==> config.mk <==
export PLATFORM = sky130hd
export DESIGN_NAME = oc_detector
export DESIGN_NICKNAME = d
export VERILOG_FILES = /design/src/rtl/oc_pkg.sv /design/src/rtl/band_filter.sv /design/src/rtl/oc_detector.sv
export SDC_FILE = /design/constraint.sdc
export NUM_CORES = 1
export LEC_CHECK = 0
export BUFFER_PORTS_ARGS = -buffer_cell sky130_fd_sc_hd__buf_2
export CAP_MARGIN = 20
export CELL_PAD_IN_SITES_DETAIL_PLACEMENT = 0
export CELL_PAD_IN_SITES_GLOBAL_PLACEMENT = 1
export CORE_ASPECT_RATIO = 1.5
export CORE_MARGIN = 2
export CORE_UTILIZATION = 49
export CTS_CLUSTER_DIAMETER = 50
export CTS_CLUSTER_SIZE = 24
export DETAILED_ROUTE_END_ITERATION = 6
export PLACE_DENSITY_LB_ADDON = 0.1
export SLEW_MARGIN = 20
export SYNTH_ARGS = -nofsm -noshare
export SYNTH_HDL_FRONTEND = slang
export SYNTH_SLANG_ARGS = --single-unit
==> constraint.sdc <==
create_clock -name ref_clk_i -period 9.41 [get_ports ref_clk_i]
set_input_delay 1.4115 -clock ref_clk_i [delete_from_list [all_inputs] [get_ports ref_clk_i]]
set_output_delay 1.4115 -clock ref_clk_i [all_outputs]
set_load 0.005 [all_outputs]
==> src/rtl/oc_pkg.sv <==
// Summary of operation
// RULE1: The stages watch exactly one auxiliary current input, normal or high-sensitivity, as chosen.
// RULE2: With the high-sensitivity input chosen, thresholds go down to a 3 mA floor and no lower.
// RULE3: The chosen current passes a narrow-band filter before each threshold compare, except the raw-sample bypass of RULE7.
// RULE4: The high stage raises its pickup flag while the filtered current is above its threshold.
// RULE5: A high pickup that lasts the high delay issues the trip.
// RULE6: The high stage drops out near 95 % above rated current, and at a lower ratio (90 %) below.
// RULE7: A raw sample at 2 times root 2 of the high threshold or more bypasses the filter.
// RULE8: The low stage raises its pickup flag while the filtered current exceeds its threshold.
// RULE9: A low pickup that lasts the low delay issues the trip.
// RULE10: The low stage drops out near 95 % above rated current, and at a wider 80 % below.
// RULE11: Both stages run independently; an infinite threshold turns that stage off.
// RULE12: The function switch gives on, off or block; block keeps pickups but holds the trip off.
// RULE13: An infinite delay never trips yet still reports pickup; a zero delay trips at once.
// RULE14: A stage that drops out clears its timer; the trip is the OR of both stages.
package oc_pkg;

  // ****************************************
  // Register map (byte addresses)
  // ****************************************
  localparam logic [7:0] CTRL_OFS     = 8'h00;
  localparam logic [7:0] HIGH_THR_OFS = 8'h04;
  localparam logic [7:0] LOW_THR_OFS  = 8'h08;
  localparam logic [7:0] HIGH_DLY_OFS = 8'h0c;
  localparam logic [7:0] LOW_DLY_OFS  = 8'h10;
  localparam logic [7:0] STATE_OFS    = 8'h14;
  localparam logic [7:0] MAG_OFS      = 8'h18;
  localparam logic [7:0] IRQ_STAT_OFS = 8'h1c;
  localparam logic [7:0] IRQ_MASK_OFS = 8'h20;

  // ****************************************
  // Fields and reset values
  // ****************************************
  localparam int          SW_LSB      = 0;
  localparam int          SENS_BIT    = 2;
  localparam logic [15:0] INF_VAL     = 16'hffff; // Infinity code
  localparam logic [15:0] THR_RST     = 16'hffff;
  localparam logic [15:0] DLY_RST     = 16'h0000;
  localparam logic [15:0] SENS_MIN    = 16'h0003; // 3 mA at 1 mA per LSB
  localparam logic [15:0] RATED_CODE  = 16'h1000; // Rated current code
  localparam logic [7:0]  DROP_HI     = 8'hf3;    // 243/256, about 95 %
  localparam logic [7:0]  DROP_HIGH_L = 8'he6;    // 230/256, about 90 %
  localparam logic [7:0]  DROP_LOW_L  = 8'hcd;    // 205/256, about 80 %
  localparam logic [6:0]  RT2_FRAC    = 7'h35;    // 53/64, 2*sqrt2 = 2+0.828
  localparam int          FILT_SHIFT  = 4;

  // ****************************************
  // Timing
  // ****************************************
  localparam int CLK_NS    = 10;
  localparam int TICK_NS   = 1000000;  // Delay unit 1 ms
  localparam int TICK_CYC  = TICK_NS / CLK_NS;

  typedef enum logic [1:0] {
    SW_OFF   = 2'h0,
    SW_ON    = 2'h1,
    SW_BLOCK = 2'h2
  } func_sw_t;

endpackage : oc_pkg

==> src/rtl/band_filter.sv <==
`timescale 1ns/1ns
`default_nettype none
module band_filter
  import oc_pkg::*;
#(
  parameter int W     = 16,
  parameter int SHIFT = FILT_SHIFT
) (
  input  wire logic         ref_clk_i,  // System clock
  input  wire logic         reset_i,    // Async reset
  input  wire logic         valid_i,    // New sample
  input  wire logic [W-1:0] abs_i,      // Rectified sample
  output logic      [W-1:0] mag_o       // Filtered magnitude
);

  logic [W+SHIFT-1:0] acc_ff;

  // ****************************************
  // Narrow first-order smoothing
  // ****************************************
  // Long time constant trades speed for noise rejection
  always_ff @(posedge ref_clk_i or posedge reset_i) begin
    if (reset_i) begin
      acc_ff <= '0;
    end else if (valid_i) begin
      acc_ff <= acc_ff - (W+SHIFT)'(acc_ff >> SHIFT) + (W+SHIFT)'(abs_i);
    end
  end

  assign mag_o = acc_ff[W+SHIFT-1:SHIFT];

endmodule : band_filter
`default_nettype wire

==> src/rtl/oc_detector.sv <==
`timescale 1ns/1ns
`default_nettype none
module oc_detector
  import oc_pkg::*;
#(
  parameter int TICK_CYCLES = TICK_CYC
) (
  input  wire logic        ref_clk_i,    // 100 MHz clock
  input  wire logic        reset_i,      // Async reset, high
  input  wire logic        hsel_i,       // AHB select
  input  wire logic [31:0] haddr_i,      // AHB address
  input  wire logic [1:0]  htrans_i,     // AHB transfer type
  input  wire logic        hwrite_i,     // AHB write
  input  wire logic [2:0]  hsize_i,      // AHB size
  input  wire logic [31:0] hwdata_i,     // AHB write data
  input  wire logic        hready_i,     // AHB ready in
  output logic             hreadyout_o,  // AHB ready out
  output logic             hresp_o,      // AHB response
  output logic      [31:0] hrdata_o,     // AHB read data
  input  wire logic        norm_vld_i,   // Normal input sample valid
  input  wire logic [15:0] norm_smp_i,   // Normal input sample
  input  wire logic        sens_vld_i,   // Sensitive input sample valid
  input  wire logic [15:0] sens_smp_i,   // Sensitive input sample
  output logic             high_pu_o,    // High stage pickup
  output logic             low_pu_o,     // Low stage pickup
  output logic             trip_o,       // Trip command
  output logic             irq_o         // Interrupt, level
);

  // ****************************************
  // Helpers
  // ****************************************
  function automatic logic [15:0] abs16(input logic [15:0] s);
    logic [15:0] n;
    n = 16'h0000 - s;
    if (!s[15]) return s;
    if (s == 16'h8000) return 16'h7fff;
    return n;
  endfunction : abs16

  function automatic logic [15:0] drop_lvl(input logic [15:0] thr,
                                           input logic [7:0]  frac);
    logic [23:0] p;
    p = thr * frac;
    return p[23:8];
  endfunction : drop_lvl

  function automatic logic [15:0] floor_thr(input logic [15:0] thr,
                                            input logic        sens);
    if (sens && thr < SENS_MIN) return SENS_MIN;
    return thr;
  endfunction : floor_thr

  // ****************************************
  // Registers
  // ****************************************
  logic [1:0]  fsw_ff;
  logic        sens_ff;
  logic [15:0] hthr_ff, lthr_ff, hdly_ff, ldly_ff;
  logic [3:0]  irq_stat_ff, irq_mask_ff;
  logic        wr_ff;
  logic [7:0]  wadr_ff;
  logic [31:0] hrdata_ff;
  logic        hpu_ff, lpu_ff, htrip_ff, ltrip_ff, trip_ff, byp_ff;
  logic [15:0] hcnt_ff, lcnt_ff;
  logic [$clog2(TICK_CYCLES+1)-1:0] pre_ff;
  logic        trip_d_ff;

  logic        acc, rd_acc, stat_rd;
  logic [7:0]  aadr;
  logic        smp_vld;
  logic [15:0] smp_abs, mag;
  logic [15:0] hthr, lthr, hdrop, ldrop;
  logic        hinf, linf, sw_run, tick;
  logic        nxt_htrip, nxt_ltrip;
  logic [18:0] byp_lim;
  logic [3:0]  ev;

  // ****************************************
  // AHB-Lite slave
  // ****************************************
  // Zero wait states; every access answers OKAY
  assign acc         = hsel_i && hready_i && htrans_i[1];
  assign rd_acc      = acc && !hwrite_i;
  assign aadr        = haddr_i[7:0];
  assign stat_rd     = rd_acc && aadr == IRQ_STAT_OFS;
  assign hreadyout_o = 1'b1;
  assign hresp_o     = 1'b0;
  assign hrdata_o    = hrdata_ff;

  // Address phase capture for the write data phase
  always_ff @(posedge ref_clk_i or posedge reset_i) begin
    if (reset_i) begin
      wr_ff   <= 1'b0;
      wadr_ff <= 8'h00;
    end else begin
      wr_ff   <= acc && hwrite_i;
      wadr_ff <= aadr;
    end
  end

  // Read data latched in address phase, stable in data phase
  always_ff @(posedge ref_clk_i or posedge reset_i) begin
    if (reset_i) begin
      hrdata_ff <= 32'h0000_0000;
    end else if (rd_acc) begin
      unique case (aadr)
        CTRL_OFS:     hrdata_ff <= {29'h0, sens_ff, fsw_ff};
        HIGH_THR_OFS: hrdata_ff <= {16'h0, hthr_ff};
        LOW_THR_OFS:  hrdata_ff <= {16'h0, lthr_ff};
        HIGH_DLY_OFS: hrdata_ff <= {16'h0, hdly_ff};
        LOW_DLY_OFS:  hrdata_ff <= {16'h0, ldly_ff};
        STATE_OFS:    hrdata_ff <= {26'h0, byp_ff, trip_ff, ltrip_ff,
                                    htrip_ff, lpu_ff, hpu_ff};
        MAG_OFS:      hrdata_ff <= {16'h0, mag};
        IRQ_STAT_OFS: hrdata_ff <= {28'h0, irq_stat_ff};
        IRQ_MASK_OFS: hrdata_ff <= {28'h0, irq_mask_ff};
        default:      hrdata_ff <= 32'h0000_0000;
      endcase
    end
  end

  // Settings written in the data phase
  always_ff @(posedge ref_clk_i or posedge reset_i) begin
    if (reset_i) begin
      fsw_ff      <= SW_OFF;
      sens_ff     <= 1'b0;
      hthr_ff     <= THR_RST;
      lthr_ff     <= THR_RST;
      hdly_ff     <= DLY_RST;
      ldly_ff     <= DLY_RST;
      irq_mask_ff <= 4'h0;
    end else if (wr_ff) begin
      unique case (wadr_ff)
        CTRL_OFS: begin
          fsw_ff  <= hwdata_i[SW_LSB+:2];
          sens_ff <= hwdata_i[SENS_BIT];
        end
        HIGH_THR_OFS: hthr_ff     <= hwdata_i[15:0];
        LOW_THR_OFS:  lthr_ff     <= hwdata_i[15:0];
        HIGH_DLY_OFS: hdly_ff     <= hwdata_i[15:0];
        LOW_DLY_OFS:  ldly_ff     <= hwdata_i[15:0];
        IRQ_MASK_OFS: irq_mask_ff <= hwdata_i[3:0];
        default: ;
      endcase
    end
  end

  // ****************************************
  // Input selection and filter
  // ****************************************
  // Only the chosen input feeds the filter and bypass
  assign smp_vld = sens_ff ? sens_vld_i : norm_vld_i;                 // RULE1
  assign smp_abs = abs16(sens_ff ? sens_smp_i : norm_smp_i);          // RULE1

  band_filter #(
    .W     (16),
    .SHIFT (FILT_SHIFT)
  ) u_filt (
    .ref_clk_i (ref_clk_i),
    .reset_i   (reset_i),
    .valid_i   (smp_vld),
    .abs_i     (smp_abs),
    .mag_o     (mag)                                                  // RULE3
  );

  // ****************************************
  // Thresholds and dropout levels
  // ****************************************
  assign hthr   = floor_thr(hthr_ff, sens_ff);                        // RULE2
  assign lthr   = floor_thr(lthr_ff, sens_ff);                        // RULE2
  assign hinf   = hthr_ff == INF_VAL;                                 // RULE11
  assign linf   = lthr_ff == INF_VAL;                                 // RULE11
  assign sw_run = fsw_ff == SW_ON || fsw_ff == SW_BLOCK;              // RULE12
  // Wider hysteresis at low current stops chatter near the setting
  assign hdrop  = drop_lvl(hthr, hthr >= RATED_CODE ? DROP_HI : DROP_HIGH_L); // RULE6
  assign ldrop  = drop_lvl(lthr, lthr >= RATED_CODE ? DROP_HI : DROP_LOW_L);  // RULE10
  // 2*sqrt2 approximated as 2 + 53/64
  assign byp_lim = {2'b00, hthr, 1'b0} + 19'(({8'h00, hthr} * RT2_FRAC) >> 6); // RULE7

  // Raw sample bypass flag, refreshed each sample
  always_ff @(posedge ref_clk_i or posedge reset_i) begin
    if (reset_i) begin
      byp_ff <= 1'b0;
    end else if (smp_vld) begin
      byp_ff <= !hinf && {3'b000, smp_abs} >= byp_lim;                // RULE7
    end
  end

  // ****************************************
  // Pickup with hysteresis
  // ****************************************
  always_ff @(posedge ref_clk_i or posedge reset_i) begin
    if (reset_i) begin
      hpu_ff <= 1'b0;
    end else if (!sw_run || hinf) begin
      hpu_ff <= 1'b0;                                                 // RULE11
    end else if (byp_ff || mag > hthr) begin
      hpu_ff <= 1'b1;                                                 // RULE4
    end else if (mag < hdrop) begin
      hpu_ff <= 1'b0;                                                 // RULE6
    end
  end

  always_ff @(posedge ref_clk_i or posedge reset_i) begin
    if (reset_i) begin
      lpu_ff <= 1'b0;
    end else if (!sw_run || linf) begin
      lpu_ff <= 1'b0;                                                 // RULE11
    end else if (mag > lthr) begin
      lpu_ff <= 1'b1;                                                 // RULE8
    end else if (mag < ldrop) begin
      lpu_ff <= 1'b0;                                                 // RULE10
    end
  end

  // ****************************************
  // Delay timers
  // ****************************************
  // Shared 1 ms prescaler; first tick may come early by under 1 ms
  assign tick = pre_ff == '0;

  always_ff @(posedge ref_clk_i or posedge reset_i) begin
    if (reset_i) begin
      pre_ff <= '0;
    end else if (tick) begin
      pre_ff <= ($bits(pre_ff))'(TICK_CYCLES - 1);
    end else begin
      pre_ff <= pre_ff - 1'b1;
    end
  end

  always_ff @(posedge ref_clk_i or posedge reset_i) begin
    if (reset_i) begin
      hcnt_ff <= 16'h0000;
    end else if (!hpu_ff) begin
      hcnt_ff <= 16'h0000;                                            // RULE14
    end else if (tick && hcnt_ff != INF_VAL) begin
      hcnt_ff <= hcnt_ff + 16'h0001;
    end
  end

  always_ff @(posedge ref_clk_i or posedge reset_i) begin
    if (reset_i) begin
      lcnt_ff <= 16'h0000;
    end else if (!lpu_ff) begin
      lcnt_ff <= 16'h0000;                                            // RULE14
    end else if (tick && lcnt_ff != INF_VAL) begin
      lcnt_ff <= lcnt_ff + 16'h0001;
    end
  end

  // ****************************************
  // Trip decision
  // ****************************************
  // Infinite delay never trips; zero delay trips on pickup
  assign nxt_htrip = hpu_ff && hdly_ff != INF_VAL && hcnt_ff >= hdly_ff; // RULE5 RULE13
  assign nxt_ltrip = lpu_ff && ldly_ff != INF_VAL && lcnt_ff >= ldly_ff; // RULE9 RULE13

  always_ff @(posedge ref_clk_i or posedge reset_i) begin
    if (reset_i) begin
      htrip_ff <= 1'b0;
      ltrip_ff <= 1'b0;
      trip_ff  <= 1'b0;
    end else begin
      htrip_ff <= nxt_htrip;
      ltrip_ff <= nxt_ltrip;
      // Block keeps stage trips visible but holds the relay off
      trip_ff  <= (nxt_htrip || nxt_ltrip) && fsw_ff == SW_ON;        // RULE12 RULE14
    end
  end

  assign high_pu_o = hpu_ff;
  assign low_pu_o  = lpu_ff;
  assign trip_o    = trip_ff;

  // ****************************************
  // Interrupts
  // ****************************************
  // Events: high pickup, low pickup, trip rise, bypass pickup (bypass while the high stage is not yet picked up)
  always_ff @(posedge ref_clk_i or posedge reset_i) begin
    if (reset_i) begin
      trip_d_ff <= 1'b0;
    end else begin
      trip_d_ff <= trip_ff;
    end
  end

  assign ev = {byp_ff && !hpu_ff && sw_run, trip_ff && !trip_d_ff,
               mag > lthr && !lpu_ff && sw_run && !linf,
               (byp_ff || mag > hthr) && !hpu_ff && sw_run && !hinf};

  // Read clears; a same-cycle event is kept
  always_ff @(posedge ref_clk_i or posedge reset_i) begin
    if (reset_i) begin
      irq_stat_ff <= 4'h0;
    end else begin
      irq_stat_ff <= (stat_rd ? 4'h0 : irq_stat_ff) | ev;
    end
  end

  assign irq_o = |(irq_stat_ff & irq_mask_ff);
endmodule : oc_detector
`default_nettype wire

==> flow_summary_export.csv <==
group,metric,value,unit
setup_path,critical-path-max-stage-delay,0.70,ns
setup_path,path_max_fanout,27,
drt,ant_nets,0,
clock_network,clock_latency,0.46,ns
pwr,power.density,282.1,nW/µm²
timing,fmax,0.1158,GHz
drt,via_per_inst,5.646,
clock_network,post_cts_resize_count,0,
drt,drt-initial-drc-count,833,
setup_path,cpMaxStageDelayCell,"o211a_1",
setup_path,cp-start-kind,"flip-flop",
yosys,netlist_instances,2253,
clock_network,clk_path_buf_depth,2,
yosys,yosys_most_used_dff,"dfrtp_1",
timing,setup_viol,0,
timing,fin_ws,0.7731,ns
drt,drtPass1Iterations,7,
yosys,async_reset_ff_share,100.0,%
pwr,leakagePower,0.01130,µW
run,max-cap-violations,0,
global_routing,grt_pass1_vias,16670,
clock_network,htreeDepth,4,
timing,finalCritPeriodShare,91.78,%
yosys,synth.avg_cell_area,9.260,µm²
finish,nNetsFinal,2903,
timing,slew_violations,0,
floorplan,dieHeight,256.7,µm
global_routing,grt_pass1_wl,90.39,mm
yosys,synthesis.area,20860,µm²
clock_network,clock-sinks,176,
clock_network,cts-root-buf,"clkbuf_16",
finish,fillers,3909,
place,dp.cells,2845,
drt,dr_wl_met2,29.21,mm
floorplan,ios,146,
timing,slew_headroom,31.46,%
timing,rsz0062_at_grt,"no",
timing,tightest_slew,1.025,ns
pwr,power_frac_seq,17.6,%
setup_path,cp_data_arrival_time,8.97,ns
finish,final_area,22440,µm²
floorplan,rows,92,
setup_path,crit_type,"flip-flop to flip-flop",
pwr,total_power,6331,µW
global_routing,overflow,0,
drt,met1_length,23.17,mm
place,dp_hpwl,44.87,mm
setup_path,crit_path_frequent_cell,"a21oi_1",
floorplan,core,42020,µm²
timing,post-route-min-period,8.637,ns
place,portBuffers,83,
timing,finalHoldViolations,0,
finish,final_cells,2877,
finish,num_antenna_cells,0,
finish,final_cell_mix,"346 x inv_1, 328 x ha_1, 167 x fa_1",
finish,syn_to_final_growth,7.569,%
place,placed_cell_area,21830,µm²
yosys,synth_cell_types,77,
place,place_ws,0.8149,ns
finish,drive_gt1_share,11.63,%
clock_network,hold_buffers,0,
floorplan,start_util,49.65,%
global_routing,grt_max_degree,113,
clock_network,cts_buffers,17,
global_routing,track_usage,26.63,%
clock_network,postCtsSetupRepairBufs,0,
clock_network,cts_tree,"done",
pwr,power_frac_comb,70.6,%
setup_path,worst-path-buf-inv,2,
place,routabilityCongestion,0.9017,
clock_network,clk_pin_slew,0.07,ns
setup_path,end_kind,"flip-flop",
floorplan,die_w,172.5,µm
setup_path,crit_family,"compound AO/OA/AOI/OAI gates",
yosys,synth_edf_count,0,
drt,top_layer,"met4",
pwr,ir_worst_vdd,0.2969,mV
yosys,ys_ff_latch,176,
finish,final_common_cell,"inv_1",
drt,wire_per_inst,19.74,µm
status,status,"finished, final reports clean",
timing,tns,0,ns
hold_path,hp-class,"flip-flop to flip-flop",
timing,fin_skew,0.01481,ns
drt,remaining_drc_errors,0,
drt,vias,16240,
global_routing,grt_antenna_before_repair,0,
drt,wl_met3,2.129,mm
setup_path,required,9.74,ns
pwr,switching_share,48.54,%
pwr,intPower,3258,µW
pwr,netSwitchingPower,3073,µW
yosys,synth-warning-count,0,
floorplan,die_area,44280,µm²
yosys,seq_area_frac_synth,21.30,%
drt,wirelength,56.80,mm
pwr,clkPwrFrac,11.8,%
per-layer routing:
metal  up-vias  track usage [%]
met4         0            10.34
met1      8038            32.29
met5         -                0
li1       7728                -
met3       110            3.087
met2       368            47.57
path summary, 6_finish.rpt:
path | startpoint | to | slack [ns] | cells after the start
min | trip_d_ff | irq_stat_ff[2] | 0.45 | 1
max | hthr_ff[2] | high_pu_o | 0.77 | 31
max reg2reg | hthr_ff[2] | high_pu_o | 0.77 | 31
max in group asynchronous | reset_i | u_filt.acc_ff[1] | 6.86 | 3
min in group asynchronous | reset_i | lcnt_ff[0] | 1.09 | 2
min reg2reg | trip_d_ff | irq_stat_ff[2] | 0.45 | 1
state kept, by name, indices dropped and copies added (netlist names), 2 cells and up:
register       count
u_filt.acc_ff     20
fsw_ff             2
wadr_ff            8
pre_ff            17
hrdata_o          16
hdly_ff           16
irq_mask_ff        4
hthr_ff           16
irq_stat_ff        4
lthr_ff           16
hcnt_ff           16
ldly_ff           16
lcnt_ff           16
cells in the mapped netlist (21+ instances only):
library cell | number | area share, %
dfrtp_1 | 144 | 17
nand3_1 | 40 | 0.96
a21o_1 | 45 | 1.6
xnor2_1 | 58 | 2.4
nand2b_1 | 21 | 0.63
o21a_1 | 26 | 0.94
nand2_1 | 139 | 2.5
a22o_1 | 22 | 0.92
nand4_1 | 35 | 1.0
ha_1 | 328 | 20
nor2_1 | 128 | 2.3
a22oi_1 | 26 | 0.94
clkbuf_1 | 81 | 1.5
mux2_2 | 61 | 3.3
dfstp_2 | 32 | 4.0
a21oi_1 | 83 | 2.0
o21ai_0 | 103 | 2.5
or3_1 | 26 | 0.78
xor2_1 | 43 | 1.8
inv_1 | 347 | 6.2
fa_1 | 167 | 16
nor3_1 | 44 | 1.1
metrics by stage:
step / utilization [%] / hold WS (ns)
after global routing: 53.41 / 0.4507
final: 53.41 / 0.4462
after floorplan: - / 0.3996
after CTS: 53.40 / 0.4396
after detailed placement: 51.96 / 0.4227
after global placement: 51.96 / 0.4061
cells by family after synthesis:
logic type | synth area share [%]
other cells | 0.03600
buf+inv | 8.564
flops | 21.30
compound gates | 13.26
xor+xnor | 4.240
fa+ha+maj | 35.70
mux | 4.012
simple gates | 12.89
area by class of cell:
type	instances	area [µm²]	area share, %
Clock inverter	14	166.4	0.7415
Sequential cell	176	4444	19.80
Inverter	348	1314	5.854
Timing Repair Buffer	114	648.1	2.888
Tap cell	564	705.7	3.145
Multi-Input combinational cell	1643	14720	65.61
Clock buffer	18	439.2	1.957
worst register-to-register path, delay by kind of cell, from the launching register on:
kind,cells,cell delay [ns]
compound gates,12,3.06
xor+xnor,1,0.15
fa+ha+maj,6,2.52
buf+inv,2,0.13
flops,1,0.50
simple gates,10,2.14
power by group through the flow:
| stage | clock network [µW] | registers [µW] | logic (µW) |
|---|---|---|---|
| 6_report | 748 | 1110 | 4470 |
| 5_1_grt | 796 | 1120 | 5170 |
| 4_1_cts | 766 | 1110 | 4500 |
| 3_5_place_dp | 0 | 1130 | 4460 |
| 3_3_place_gp | 0 | 1130 | 4370 |
| 2_1_floorplan | 0 | 942 | 3540 |
Note: power is estimated with default switching activity, not from simulation.
